===== config.mk =====
export PLATFORM = sky130hd
export DESIGN_NAME = latch_acknowledge_manager
export DESIGN_NICKNAME = d
export VERILOG_FILES = /design/src/latch_ack_pkg.sv /design/src/latch_acknowledge_manager.sv
export SDC_FILE = /design/constraint.sdc
export NUM_CORES = 1
export LEC_CHECK = 0
export ABC_CLOCK_PERIOD_IN_PS = 2720
export BUFFER_PORTS_ARGS = -buffer_cell sky130_fd_sc_hd__buf_4
export CORE_MARGIN = 10
export CORE_UTILIZATION = 59
export CTS_CLUSTER_SIZE = 40
export DETAILED_ROUTE_END_ITERATION = 10
export PLACE_DENSITY_LB_ADDON = 0.3
export RECOVER_POWER = 25
export SLEW_MARGIN = 0
export SYNTH_ARGS = -nofsm -noshare
export SYNTH_HDL_FRONTEND = slang
export SYNTH_SLANG_ARGS = --single-unit

===== constraint.sdc =====
create_clock -name core_clk_in -period 2.72 [get_ports core_clk_in]
set_input_delay 0.544 -clock core_clk_in [delete_from_list [all_inputs] [get_ports core_clk_in]]
set_output_delay 0.544 -clock core_clk_in [all_outputs]
set_load 0.01 [all_outputs]

===== src/latch_ack_pkg.sv =====
// Package for the latch and acknowledge manager: sizes, register map, field layouts.
// Assumes a single clock domain and a plain strobe register port.
package latch_ack_pkg;

  // Default item counts.
  localparam int NUM_LAMPS  = 8;
  localparam int NUM_RELAYS = 8;
  localparam int NUM_TELEM  = 8;

  // Relay off-delay: time in ns and derived cycle count at 200 MHz.
  localparam int CLK_PERIOD_PS    = 5000;
  localparam int RELAY_OFF_NS     = 100;
  localparam int RELAY_OFF_CYCLES = (RELAY_OFF_NS * 1000 + CLK_PERIOD_PS - 1) / CLK_PERIOD_PS;
  localparam int OFF_CNT_W        = 16;

  // Register offsets (byte addresses, one word each).
  localparam logic [7:0] REG_LATCH_EN   = 8'h00;
  localparam logic [7:0] REG_AUTO_ACK   = 8'h04;
  localparam logic [7:0] REG_CONTROL    = 8'h08;
  localparam logic [7:0] REG_COMMAND    = 8'h0c;
  localparam logic [7:0] REG_LAMP_STAT  = 8'h10;
  localparam logic [7:0] REG_RELAY_STAT = 8'h14;
  localparam logic [7:0] REG_TELEM_STAT = 8'h18;
  localparam logic [7:0] REG_TRIP_STAT  = 8'h1c;

  // Field positions inside REG_LATCH_EN.
  localparam int LEN_LAMP_POS  = 0;
  localparam int LEN_RELAY_POS = 8;
  localparam int LEN_TELEM_POS = 16;
  localparam int LEN_TRIP_POS  = 24;

  // Field positions inside REG_CONTROL.
  localparam int CTL_REMOTE_POS = 0;
  localparam int CTL_KEY_LO     = 4;

  // Reset values.
  localparam logic [31:0] LATCH_EN_RST = 32'h0000_0000;
  localparam logic [7:0]  AUTO_ACK_RST = 8'h00;
  localparam logic        REMOTE_RST   = 1'b0;
  localparam logic [2:0]  KEY_SEL_RST  = 3'h1;

  // Command bits in REG_COMMAND (write one to execute).
  localparam int CMD_LAMPS = 0;
  localparam int CMD_RELAY = 1;
  localparam int CMD_TELEM = 2;
  localparam int CMD_TRIP  = 3;
  localparam int CMD_ALL   = 4;

  // Panel key scope selection.
  typedef enum logic [2:0] {
    KEY_NOTHING    = 3'h0,
    KEY_LAMPS_FREE = 3'h1,
    KEY_LAMPS      = 3'h2,
    KEY_LAMPS_RLY  = 3'h3,
    KEY_ALL        = 3'h4
  } key_scope_t;

  // One acknowledge request across the four item groups.
  typedef struct packed {
    logic lamps;
    logic relays;
    logic telem;
    logic trip;
  } ack_set_t;

  // Register port request.
  typedef struct packed {
    logic [7:0]  addr;
    logic [31:0] wdata;
    logic        wr;
    logic        rd;
  } reg_req_t;

endpackage


===== src/latch_acknowledge_manager.sv =====
// Latch and acknowledge manager for lamps, output relays, telemetry signals and trip.
// Assumes sources and acknowledge pins are asynchronous; the register port is synchronous.
// Assumes a register master that keeps each write or read strobe to a single cycle.
//
// Overview of operation
// - Each output type has a latching option.
// - Acknowledge clears only once source is inactive.
// - Remote disabled: only panel key acknowledges.
// - Released relay waits for its off-delay.
// - New alarm clears lamps with auto-acknowledge.
// - Auto acknowledge never touches relays, telemetry, trip.
// - Individual input clears its own item.
// - Group input clears its whole group.
// - Lamp group input clears all lamps.
// - Collective commands clear their fixed sets.
// - Panel key acts as collective acknowledge.
// - Remote disabled blocks external and telemetry commands.
// - Relay and telemetry group inputs exist.
`timescale 1ns/1ps
`default_nettype none

module latch_acknowledge_manager
  import latch_ack_pkg::*;
#(
  parameter int NL = latch_ack_pkg::NUM_LAMPS,
  parameter int NR = latch_ack_pkg::NUM_RELAYS,
  parameter int NT = latch_ack_pkg::NUM_TELEM,
  parameter int OFF_CYCLES = latch_ack_pkg::RELAY_OFF_CYCLES
) (
  input  wire logic                     core_clk_in,
  input  wire logic                     sys_rst_in,
  input  wire latch_ack_pkg::reg_req_t  reg_req_in,
  output logic [31:0]                   reg_rdata_out,
  input  wire logic [NL-1:0]            lamp_src_in,
  input  wire logic [NR-1:0]            relay_src_in,
  input  wire logic [NT-1:0]            telem_src_in,
  input  wire logic                     trip_src_in,
  input  wire logic                     prot_alarm_in,
  input  wire logic [NL-1:0]            lamp_ack_in,
  input  wire logic [NR-1:0]            relay_ack_in,
  input  wire logic [NT-1:0]            telem_ack_in,
  input  wire logic                     trip_command_ack_input_in,
  input  wire logic                     lamp_group_ack_input_in,
  input  wire logic                     relay_group_ack_input_in,
  input  wire logic                     telem_group_ack_input_in,
  input  wire logic                     panel_key_in,
  output logic [NL-1:0]                 lamp_out,
  output logic [NR-1:0]                 relay_out,
  output logic [NT-1:0]                 telem_out,
  output logic                          trip_out
);
  import latch_ack_pkg::*;

  localparam int NI = NL + NR + NT + 1 + 5;  // Sources, then alarm, the three group pins and the panel key.

  // Three-stage synchronisers; the first stage feeds only the second.
  // Every source and acknowledge pin is treated as asynchronous to the core clock, so
  // a level reaches the latch logic about four cycles after it changes at the pin.
  // The price is a short delay on every lamp and relay, which is far below any
  // protection timing and buys freedom from metastable decisions in the latches.
  logic [NI-1:0] sync1;
  logic [NI-1:0] sync2;
  logic [NI-1:0] sync3;
  logic [NI-1:0] filt;
  logic [NI-1:0] filt_q;
  logic [NL+NR+NT:0] ack_sync1;
  logic [NL+NR+NT:0] ack_sync2;
  logic [NL+NR+NT:0] ack_sync3;
  logic [NL+NR+NT:0] ack_filt;
  logic [NL+NR+NT:0] ack_filt_q;

  always_ff @(posedge core_clk_in) begin
    if (sys_rst_in) begin
      sync1     <= '0;
      sync2     <= '0;
      sync3     <= '0;
      ack_sync1 <= '0;
      ack_sync2 <= '0;
      ack_sync3 <= '0;
    end else begin
      sync1     <= {panel_key_in, telem_group_ack_input_in, relay_group_ack_input_in,
                    lamp_group_ack_input_in, prot_alarm_in, trip_src_in, telem_src_in,
                    relay_src_in, lamp_src_in};
      sync2     <= sync1;
      sync3     <= sync2;
      ack_sync1 <= {trip_command_ack_input_in, telem_ack_in, relay_ack_in, lamp_ack_in};
      ack_sync2 <= ack_sync1;
      ack_sync3 <= ack_sync2;
    end
  end

  // A change is accepted only when stages two and three agree, which rejects one-cycle glitches.
  // A pin must therefore hold its level for at least two cycles to be seen at all.
  // The delayed copies feed the edge detectors; after reset both copies are low, which
  // matches the idle level of every pin, so no false edge follows reset.
  always_ff @(posedge core_clk_in) begin
    if (sys_rst_in) begin
      filt       <= '0;
      filt_q     <= '0;
      ack_filt   <= '0;
      ack_filt_q <= '0;
    end else begin
      for (int i = 0; i < NI; i++) begin
        if (sync2[i] == sync3[i]) begin
          filt[i] <= sync3[i];
        end
      end
      for (int i = 0; i <= NL + NR + NT; i++) begin
        if (ack_sync2[i] == ack_sync3[i]) begin
          ack_filt[i] <= ack_sync3[i];
        end
      end
      filt_q     <= filt;
      ack_filt_q <= ack_filt;
    end
  end

  // Split the filtered vector back into named groups.
  // Index map: lamps from 0, then relays, telemetry, trip and alarm, then the lamp,
  // relay and telemetry group pins, with the panel key at the top.
  logic [NL-1:0] lamp_src;
  logic [NR-1:0] relay_src;
  logic [NT-1:0] telem_src;
  logic          trip_src;
  logic [NI-1:0] rise;
  logic [NL+NR+NT:0] ack_rise;

  assign lamp_src    = filt[NL-1:0];
  assign relay_src   = filt[NL+NR-1:NL];
  assign telem_src   = filt[NL+NR+NT-1:NL+NR];
  assign trip_src    = filt[NL+NR+NT];
  assign rise        = filt & ~filt_q;
  assign ack_rise    = ack_filt & ~ack_filt_q;

  // Output select shared by every item group: a latched item shows its latch or its source.
  // Keeping it in one place means the four groups cannot drift apart.
  function automatic logic held_level(input logic en, input logic lat, input logic src);
    return en ? (lat | src) : src;
  endfunction

  // Configuration registers written by software.
  // Unmapped and read-only offsets fall through the default branch, so stray writes are
  // harmless. Scope codes above the last defined one decode to no action at the key.
  logic [31:0] latch_en;
  logic [7:0]  auto_ack;
  logic        remote_en;
  key_scope_t  key_scope;
  ack_set_t    cmd_req;

  always_ff @(posedge core_clk_in) begin
    if (sys_rst_in) begin
      latch_en  <= LATCH_EN_RST;
      auto_ack  <= AUTO_ACK_RST;
      remote_en <= REMOTE_RST;
      key_scope <= key_scope_t'(KEY_SEL_RST);
    end else if (reg_req_in.wr) begin
      case (reg_req_in.addr)
        REG_LATCH_EN: latch_en  <= reg_req_in.wdata;
        REG_AUTO_ACK: auto_ack  <= reg_req_in.wdata[7:0];
        REG_CONTROL: begin
          remote_en <= reg_req_in.wdata[CTL_REMOTE_POS];
          key_scope <= key_scope_t'(reg_req_in.wdata[CTL_KEY_LO +: 3]);
        end
        default: ;
      endcase
    end
  end

  // Collective commands arrive over the remote path and are one-cycle pulses.
  // A command is not stored, so one sent while a source is still high is lost, just as
  // an early acknowledge from a pin is.
  always_ff @(posedge core_clk_in) begin
    if (sys_rst_in) begin
      cmd_req <= '0;
    end else if (reg_req_in.wr && reg_req_in.addr == REG_COMMAND) begin
      cmd_req.lamps  <= reg_req_in.wdata[CMD_LAMPS] | reg_req_in.wdata[CMD_ALL];
      cmd_req.relays <= reg_req_in.wdata[CMD_RELAY] | reg_req_in.wdata[CMD_ALL];
      cmd_req.telem  <= reg_req_in.wdata[CMD_TELEM] | reg_req_in.wdata[CMD_ALL];
      cmd_req.trip   <= reg_req_in.wdata[CMD_TRIP] | reg_req_in.wdata[CMD_ALL];
    end else begin
      cmd_req <= '0;
    end
  end

  // Panel key press maps to a collective acknowledge by the selected scope.
  // Scopes one and two act alike here, as no password check sits in this block.
  // The key path never looks at the remote enable: it is the one way to acknowledge
  // from the panel when remote acknowledge is switched off.
  ack_set_t key_ack;
  logic     key_rise;

  assign key_rise = rise[NI-1];

  always_comb begin
    key_ack = '0;
    if (key_rise) begin
      case (key_scope)
        KEY_LAMPS_FREE, KEY_LAMPS: key_ack.lamps = 1'b1;
        KEY_LAMPS_RLY: begin
          key_ack.lamps  = 1'b1;
          key_ack.relays = 1'b1;
        end
        KEY_ALL: key_ack = '1;
        default: key_ack = '0;
      endcase
    end
  end

  // Group requests: remote ones are gated by the enable, the key never is.
  // Automatic acknowledge counts as a non-panel type as well and is gated further below.
  ack_set_t grp;
  logic     alarm_rise;

  assign alarm_rise = rise[NL+NR+NT+1];

  always_comb begin
    grp        = key_ack;
    if (remote_en) begin
      grp.lamps  = grp.lamps | cmd_req.lamps | rise[NL+NR+NT+2];
      grp.relays = grp.relays | cmd_req.relays | rise[NL+NR+NT+3];
      grp.telem  = grp.telem | cmd_req.telem | rise[NL+NR+NT+4];
      grp.trip   = grp.trip | cmd_req.trip;
    end
  end

  // Per-item acknowledge vectors, individual inputs gated by the remote enable.
  // The automatic path is limited to lamps by construction; relays, telemetry and trip
  // have no alarm term at all.
  logic [NL-1:0] lamp_ack;
  logic [NR-1:0] relay_ack;
  logic [NT-1:0] telem_ack;
  logic          trip_ack;

  assign lamp_ack  = {NL{grp.lamps}} | (remote_en ? ack_rise[NL-1:0] : '0)
                   | ({NL{alarm_rise & remote_en}} & auto_ack[NL-1:0]);
  assign relay_ack = {NR{grp.relays}} | (remote_en ? ack_rise[NL+NR-1:NL] : '0);
  assign telem_ack = {NT{grp.telem}} | (remote_en ? ack_rise[NL+NR+NT-1:NL+NR] : '0);
  assign trip_ack  = grp.trip | (remote_en & ack_rise[NL+NR+NT]);

  // Latch state: set on rising source, cleared by ack only with source low.
  // An acknowledge that arrives while the source is still high is dropped, not stored;
  // the operator has to repeat it once the source has gone.
  // Every item latches here whatever its latching option; the option only decides
  // whether the output shows the latch, and the status words show the raw latches.
  logic [NL-1:0] lamp_lat;
  logic [NR-1:0] relay_lat;
  logic [NT-1:0] telem_lat;
  logic          trip_lat;

  always_ff @(posedge core_clk_in) begin
    if (sys_rst_in) begin
      lamp_lat  <= '0;
      relay_lat <= '0;
      telem_lat <= '0;
      trip_lat  <= '0;
    end else begin
      // A rise in the same cycle as an ack wins because the source is then high.
      lamp_lat  <= (lamp_lat | lamp_src) & ~(lamp_ack & ~lamp_src);
      relay_lat <= (relay_lat | relay_src) & ~(relay_ack & ~relay_src);
      telem_lat <= (telem_lat | telem_src) & ~(telem_ack & ~telem_src);
      trip_lat  <= (trip_lat | trip_src) & ~(trip_ack & ~trip_src);
    end
  end

  // Relay off-delay timers, restarted whenever the relay's drive falls.
  // The timer reloads on every cycle of drive, so a relay is held for the full delay
  // after its last active cycle. The counter is sized by a package width; an off-delay
  // larger than that width can express would be cut short.
  logic [NR-1:0]         relay_drive;
  logic [OFF_CNT_W-1:0]  off_cnt [NR];
  logic [NR-1:0]         relay_hold;

  always_comb begin
    for (int i = 0; i < NR; i++) begin
      relay_drive[i] = held_level(latch_en[LEN_RELAY_POS + i], relay_lat[i],
                                  relay_src[i]);
    end
  end

  always_ff @(posedge core_clk_in) begin
    if (sys_rst_in) begin
      relay_hold <= '0;
      for (int i = 0; i < NR; i++) begin
        off_cnt[i] <= '0;
      end
    end else begin
      for (int i = 0; i < NR; i++) begin
        if (relay_drive[i]) begin
          relay_hold[i] <= 1'b1;
          off_cnt[i]    <= OFF_CNT_W'(OFF_CYCLES);
        end else if (off_cnt[i] != '0) begin
          off_cnt[i] <= off_cnt[i] - 1'b1;
        end else begin
          relay_hold[i] <= 1'b0;
        end
      end
    end
  end

  // Output flops; latching option selects latch or plain follow per item.
  // Registering here keeps every output glitch-free while the latch terms settle.
  always_ff @(posedge core_clk_in) begin
    if (sys_rst_in) begin
      lamp_out  <= '0;
      relay_out <= '0;
      telem_out <= '0;
      trip_out  <= 1'b0;
    end else begin
      for (int i = 0; i < NL; i++) begin
        lamp_out[i] <= held_level(latch_en[LEN_LAMP_POS + i], lamp_lat[i],
                                  lamp_src[i]);
      end
      for (int i = 0; i < NT; i++) begin
        telem_out[i] <= held_level(latch_en[LEN_TELEM_POS + i], telem_lat[i],
                                   telem_src[i]);
      end
      relay_out <= relay_hold;
      trip_out  <= held_level(latch_en[LEN_TRIP_POS], trip_lat,
                              trip_src);
    end
  end

  // Register read data, valid the cycle after the read strobe only.
  // Returning zero outside the slot keeps a shared read bus free of stale words.
  always_ff @(posedge core_clk_in) begin
    if (sys_rst_in) begin
      reg_rdata_out <= '0;
    end else if (reg_req_in.rd) begin
      case (reg_req_in.addr)
        REG_LATCH_EN:   reg_rdata_out <= latch_en;
        REG_AUTO_ACK:   reg_rdata_out <= {24'h0, auto_ack};
        REG_CONTROL:    reg_rdata_out <= {25'h0, key_scope, 3'h0, remote_en};
        REG_LAMP_STAT:  reg_rdata_out <= 32'(lamp_lat);
        REG_RELAY_STAT: reg_rdata_out <= 32'(relay_lat);
        REG_TELEM_STAT: reg_rdata_out <= 32'(telem_lat);
        REG_TRIP_STAT:  reg_rdata_out <= {31'h0, trip_lat};
        default:        reg_rdata_out <= '0;
      endcase
    end else begin
      reg_rdata_out <= '0;
    end
  end

endmodule

`default_nettype wire


==> results.cfg, run 1 <==
[run_status]
status = finished, final reports clean

[synthesis]
synth_nets = 1955
synth_area_sq_um = 19200
synth_flop_cell = dfxtp_1
syn_avg_cell_area_sq_um = 10.4
netlist_instances = 1842
ys_seq_area_share_pct = 60.4
synth_warnings = 0
synth_seq_cells = 516
synth.largest_area_cell = dfxtp_1
synth_top_area_share_pct = 40.4
synth-edff-count = 128
synth_cell_types = 62
ys_async_sr_fraction_pct = 0
ys_top_cells_by_area = dfxtp_1 (40%), edfxtp_1 (20%), nor2b_1 (7.2%), a21oi_1 (3.9%), nand2_1 (3.6%)

[clock_network]
htreeDepth = 2
clockBufferDepth = 3
root_buffer = clkbuf_16
clk_latency_ns = 0.56
ctsHoldBuffers = 0
post-cts-setup-buffers = 0
cts_tree = done
cts.sinks = 516
cts.clk_slew.worst_paths_ns = 0.06
cts_resized = 0
cts-buffers-inserted = 50

[sta]
fin_tns_setup_ns = 0
slew_violations = 0
max_freq_ghz = 0.414
grt_setup_unrepaired = no
finalCritPeriodShare_pct = 88.9
fin_skew_ns = 0.0178
min_period_ns = 2.42
maxSlewHeadroom_pct = 4.51
setup_viol = 0
finalHoldViolCount = 0
tightest_slew_ns = 1.43

[setup_path]
cp_cell_sequence = clkbuf_2 > clkbuf_2 > nor2b_1 > o2bb2ai_1
critical_path_class = input pin to flip-flop
critPathSlowestCell = clkbuf_2
ff2ff_setup_slack_ns = 0.39
crit_arrival_ns = 2.82
critPathMostFrequentCell = clkbuf_2
crit_required_ns = 3.12
crit_fanout = 59
max_stage_delay_ns = 1.01
start_kind = input pin
worst_setup_path_end_kind = flip-flop

[route]
routed_wl_mm = 40.7
wl_per_cell_um = 16.3
drt-initial-drc-count = 889
drt_pass1_iterations = 5
drc = 0
antenna_left = 0
vias = 13400
via_per_inst = 5.36

[place]
numPortBuffers = 155
dpl_cell_area_sq_um = 20900
place_inst = 2399
finalWeightedCongestion = 0.851
hpwl_mm = 28.3

[power_and_ir_drop]
p_leak_nw = 8.74
ir_drop_mv = 0.609
p_total_w = 0.0203
powerDensity_nw_per_um2 = 899

[grt]
grt_max_degree = 142
first_global_vias = 13000
overflow = 0
antenna_found_initial = 1
gr-usage-all-layers_pct = 19.5
grt_pass1_wl_mm = 65.9

[layout]
layout.cells.non_filler = 2494
regArea_sq_um = 11600
fin_nets = 2122
fillers = 2404
mostFrequentLayoutCells = dfxtp_1 (388), nor2b_1 (220), nand2_1 (185)
final_common_cell = dfxtp_1
drive_gt1_share_pct = 14.3
area_delta_synth_final_pct = 17.3
multi_input_area_sq_um = 7200
utilization_pct = 69.6
design_area_sq_um = 22500

[floorplanning]
start_util_pct = 59.4
die_w_um = 201
num_rows = 66
num_io_pins = 156
core_area_sq_um = 32400
fp.dieH_um = 201
dieArea_sq_um = 40200

[job]
max_cap_viol_count = 0

[worst_hold_path]
hp-class = input pin to flip-flop
==> registers in the layout (all words and copies together), names as in the netlist, 30 cells and up <==
register	flops
reg_rdata_out	32
off_cnt	128
sync1	30
sync2	30
sync3	30
filt	30
latch_en	32
==> metrics by stage <==
stage	hold slack (ns)	worst slack (ns)
finish	0.190	0.302
global route	0.176	0.194
CTS	0.178	0.416
detailed placement	0.420	0.423
global placement	0.421	0.521
floorplan	0.409	0.413
==> cell usage after synthesis, drive strengths merged, types with 13 or more instances <==
library cell	count
dfxtp	388
nor2b	220
nand2	185
nor2	176
a21oi	151
edfxtp	128
o21ai	75
xor2	67
clkbuf	62
inv	30
nor3	29
and2	27
nand3b	27
nor4	27
mux2i	22
xnor2	22
nand3	20
nand4	19
a41oi	16
ha	14
nand4b	14
o22ai	13
==> per-layer routing <==
metal  part of all wire, %  GRT usage [%]
met1                    45           25.6
met2                    48           32.9
met3                   4.8           3.34
met4                   1.8           5.11
met5                     0              0
==> final timing paths <==
path,depth (start not counted),endpoint,startpoint
max,4,relay_hold[4]$_SDFFE_PP0P_,sys_rst_in
max reg2reg,4,off_cnt[0][40]$_SDFFCE_PN0P_,off_cnt[0][35]$_SDFFCE_PN0P_
min reg2reg,1,ack_sync2[20]$_SDFF_PP0_,ack_sync1[20]$_SDFF_PP0_
min,2,sync1[12]$_SDFF_PP0_,relay_src_in[4]
==> worst max-delay path: cells and delay by family <==
family	cells	cell delay, ns
buffers and inverters	2	1.87
AND/OR/NAND/NOR	1	0.18
AO/OA/AOI/OAI	1	0.17
==> cell families after synthesis <==
| kind of cell | share of synthesized area (%) |
|---|---|
| muxes | 1.73 |
| DFF | 60.4 |
| AOI/OAI and AO/OA | 8.89 |
| adders and majority gates | 0.911 |
| xor gates and xnor gates | 4.06 |
| and+or+nand+nor | 21.9 |
| buffers and inverters | 2.15 |
==> cell type report <==
| type | count | share of cell area [%] |
|---|---|---|
| repair buffers | 189 | 6.25 |
| diodes | 1 | 0.0111 |
| multi-input cells | 1222 | 31.9 |
| clock inverters | 21 | 0.816 |
| well taps | 442 | 2.45 |
| inverters | 30 | 0.500 |
| flip-flops and latches | 516 | 51.5 |
| clock buffers | 73 | 6.53 |
==> power breakdown <==
part           internal (W)  total (W)  switching (W)  leakage (nW)
clock               0.00397    0.00680        0.00283         0.816
sequential          0.00883    0.00946       0.000631          4.66
combinational       0.00170    0.00400        0.00230          3.26
No activity file was read; power rests on OpenSTA's default activity.
==> run 2: changes to the inputs <==
--- a/config.mk
+++ b/config.mk
@@ -5,15 +5,17 @@
 export SDC_FILE = /design/constraint.sdc
 export NUM_CORES = 1
 export LEC_CHECK = 0
-export ABC_CLOCK_PERIOD_IN_PS = 2720
+export ABC_CLOCK_PERIOD_IN_PS = 2100
 export BUFFER_PORTS_ARGS = -buffer_cell sky130_fd_sc_hd__buf_4
 export CORE_MARGIN = 10
-export CORE_UTILIZATION = 59
+export CORE_UTILIZATION = 53
 export CTS_CLUSTER_SIZE = 40
 export DETAILED_ROUTE_END_ITERATION = 10
+export MAX_ROUTING_LAYER = met4
 export PLACE_DENSITY_LB_ADDON = 0.3
 export RECOVER_POWER = 25
 export SLEW_MARGIN = 0
 export SYNTH_ARGS = -nofsm -noshare
 export SYNTH_HDL_FRONTEND = slang
 export SYNTH_SLANG_ARGS = --single-unit
+export TNS_END_PERCENT = 10
==> constraint.sdc (replaced) <==
create_clock -name core_clk_in -period 2.1 [get_ports core_clk_in]
set_input_delay 0.42 -clock core_clk_in [delete_from_list [all_inputs] [get_ports core_clk_in]]
set_output_delay 0.42 -clock core_clk_in [all_outputs]
set_load 0.01 [all_outputs]
==> results.cfg, run 2 (synthesis results as in run 1) <==
[worst_hold_path]
hp-class = input pin to flip-flop
hold_depth = 2

[clock_network]
root_buffer = clkbuf_16
clk_latency_ns = 0.58
post-cts-setup-buffers = 0
cts.sinks = 516
htreeDepth = 2
cts-buffers-inserted = 50
clockBufferDepth = 3
cts.clk_slew.worst_paths_ns = 0.06
ctsHoldBuffers = 0
cts_tree = done

[layout]
final_common_cell = dfxtp_1
multi_input_area_sq_um = 7260
regArea_sq_um = 11600
top_regs = off_cnt: 128 flops, latch_en: 32 flops, reg_rdata_out: 32 flops
drive_gt1_share_pct = 17.0
largest-register = off_cnt
fin_nets = 2174
area_delta_synth_final_pct = 20.4
mostFrequentLayoutCells = dfxtp_1 (388), buf_4 (228), nor2b_1 (220)
largest_register_ffs = 128
fillers = 2823

[place]
hpwl_mm = 28.8
numPortBuffers = 155
finalWeightedCongestion = 0.844

[sta]
grt_setup_unrepaired = yes
fin_skew_ns = 0.0254
finalCritPeriodShare_pct = 101
setup_slack_ns = -0.0162
maxSlewHeadroom_pct = 7.14
holdWs_ns = 0.0464
min_period_ns = 2.12
setup_viol = 7
slew_violations = 0
max_freq_ghz = 0.473
tightest_slew_ns = 1.39
finalHoldViolCount = 0

[job]
max_cap_viol_count = 0

[power_and_ir_drop]
p_total_w = 0.0272
powerDensity_nw_per_um2 = 1170
ir_drop_mv = 0.879
p_leak_nw = 9.05

[floorplanning]
core_area_sq_um = 35700
num_rows = 69
fp.dieH_um = 210
die_w_um = 210
dieArea_sq_um = 44300
num_io_pins = 156
start_util_pct = 53.9

[run_status]
status = complete, but fails checks
violations = setup timing

[setup_path]
worst_setup_path_end_kind = flip-flop
crit_fanout = 5
start_kind = flip-flop
critical_path_class = flip-flop to flip-flop
critPathSlowestCell = or4b_4
crit_arrival_ns = 2.44
max_stage_delay_ns = 0.46
reg2reg_depth = 7
cp_cell_sequence = inv_1 > ha_1 > or4b_4 > or2_4 > o41ai_4 > buf_4 > o21ai_0
crit_required_ns = 2.42

[grt]
gr-usage-all-layers_pct = 18.9
antenna_found_initial = 1
overflow = 0
grt_pass1_wl_mm = 67.6
grt_max_degree = 137
first_global_vias = 13400

[route]
wl_per_cell_um = 16.0
drt_pass1_iterations = 5
vias = 13600
via_per_inst = 5.31
antenna_left = 0
drt-initial-drc-count = 1029
drc = 0
routed_wl_mm = 41.1
[run 2: cell types whose count changed in the layout (fill, tap and decap cells not counted), moves of 3 or more]
cell,before,now
clkbuf_8,7,11
nor4_1,22,18
clkbuf_1,15,12
buf_4,183,228
bufinv_16,2,5
nand2_2,0,3
clkbuf_16,53,50
buf_12,0,4
nand2_1,185,182
[run 2: stage by stage]
| stage | TNS (ns) | instances | area, sq um | utilization, % | setup slack (ns) |
|---|---|---|---|---|---|
| 6_report | -0.0460 | 2566 | 23200 | 64.9 | -0.0162 |
| 5_1_grt | -1.05 | 2565 | 23100 | 64.9 | -0.0785 |
| 4_1_cts | -0.00858 | 2564 | 23100 | 64.9 | -0.00858 |
| 3_5_place_dp | -0.0470 | 2470 | 21400 | 60.0 | -0.0103 |
| 3_3_place_gp | 0 | 2470 | 21400 | 60.0 | 0.00326 |
| 2_1_floorplan | -2.42 | 1842 | 19200 | - | -0.0911 |
[run 2: per-layer routing]
layer | routed length, um | GRT usage [%] | vias up
met3 | 2020 | 3.13 | 64
met2 | 19700 | 30.8 | 300
li1 | - | - | 6762
met5 | 0 | - | -
met4 | 830 | 5.17 | 0
met1 | 18600 | 24.0 | 6492
[run 2: layout make-up]
| class | count | share of cell area (%) |
|---|---|---|
| diodes | 2 | 0.0216 |
| repair buffers | 241 | 8.02 |
| inverters | 30 | 0.486 |
| well taps | 461 | 2.49 |
| flip-flops and latches | 516 | 50.2 |
| multi-input cells | 1222 | 31.3 |
| clock inverters | 25 | 1.30 |
| clock buffers | 69 | 6.19 |
[run 2: where the power goes]
part / internal [W] / switching (W) / total (W)
clock: 0.00543 / 0.00377 / 0.00921
sequential: 0.0114 / 0.000793 / 0.0122
combinational: 0.00263 / 0.00314 / 0.00577
[run 2: worst paths after layout]
path                                                   start                       end  slack [ns]
worst min register to register      ack_sync1[11]$_SDFF_PP0_  ack_sync2[11]$_SDFF_PP0_        0.43
worst min-delay path                          lamp_ack_in[3]   ack_sync1[3]$_SDFF_PP0_        0.05
worst max register to register  off_cnt[1][16]$_SDFFCE_PN0P_  off_cnt[1][18]$_DFFE_PP_       -0.02
worst max-delay path            off_cnt[1][16]$_SDFFCE_PN0P_  off_cnt[1][18]$_DFFE_PP_       -0.02
[run 2: critical path, delay by kind of cell, from the launching register on]
family / cells / cell delay (ns)
simple gates: 2 / 0.75
flops: 1 / 0.38
compound gates: 2 / 0.33
buf+inv: 2 / 0.26
fa+ha+maj: 1 / 0.15
[run 2: timing repair]
item,in CTS,in global routing
gates resized for setup,1,9
setup endpoints to repair,12,90
pin swaps,0,1
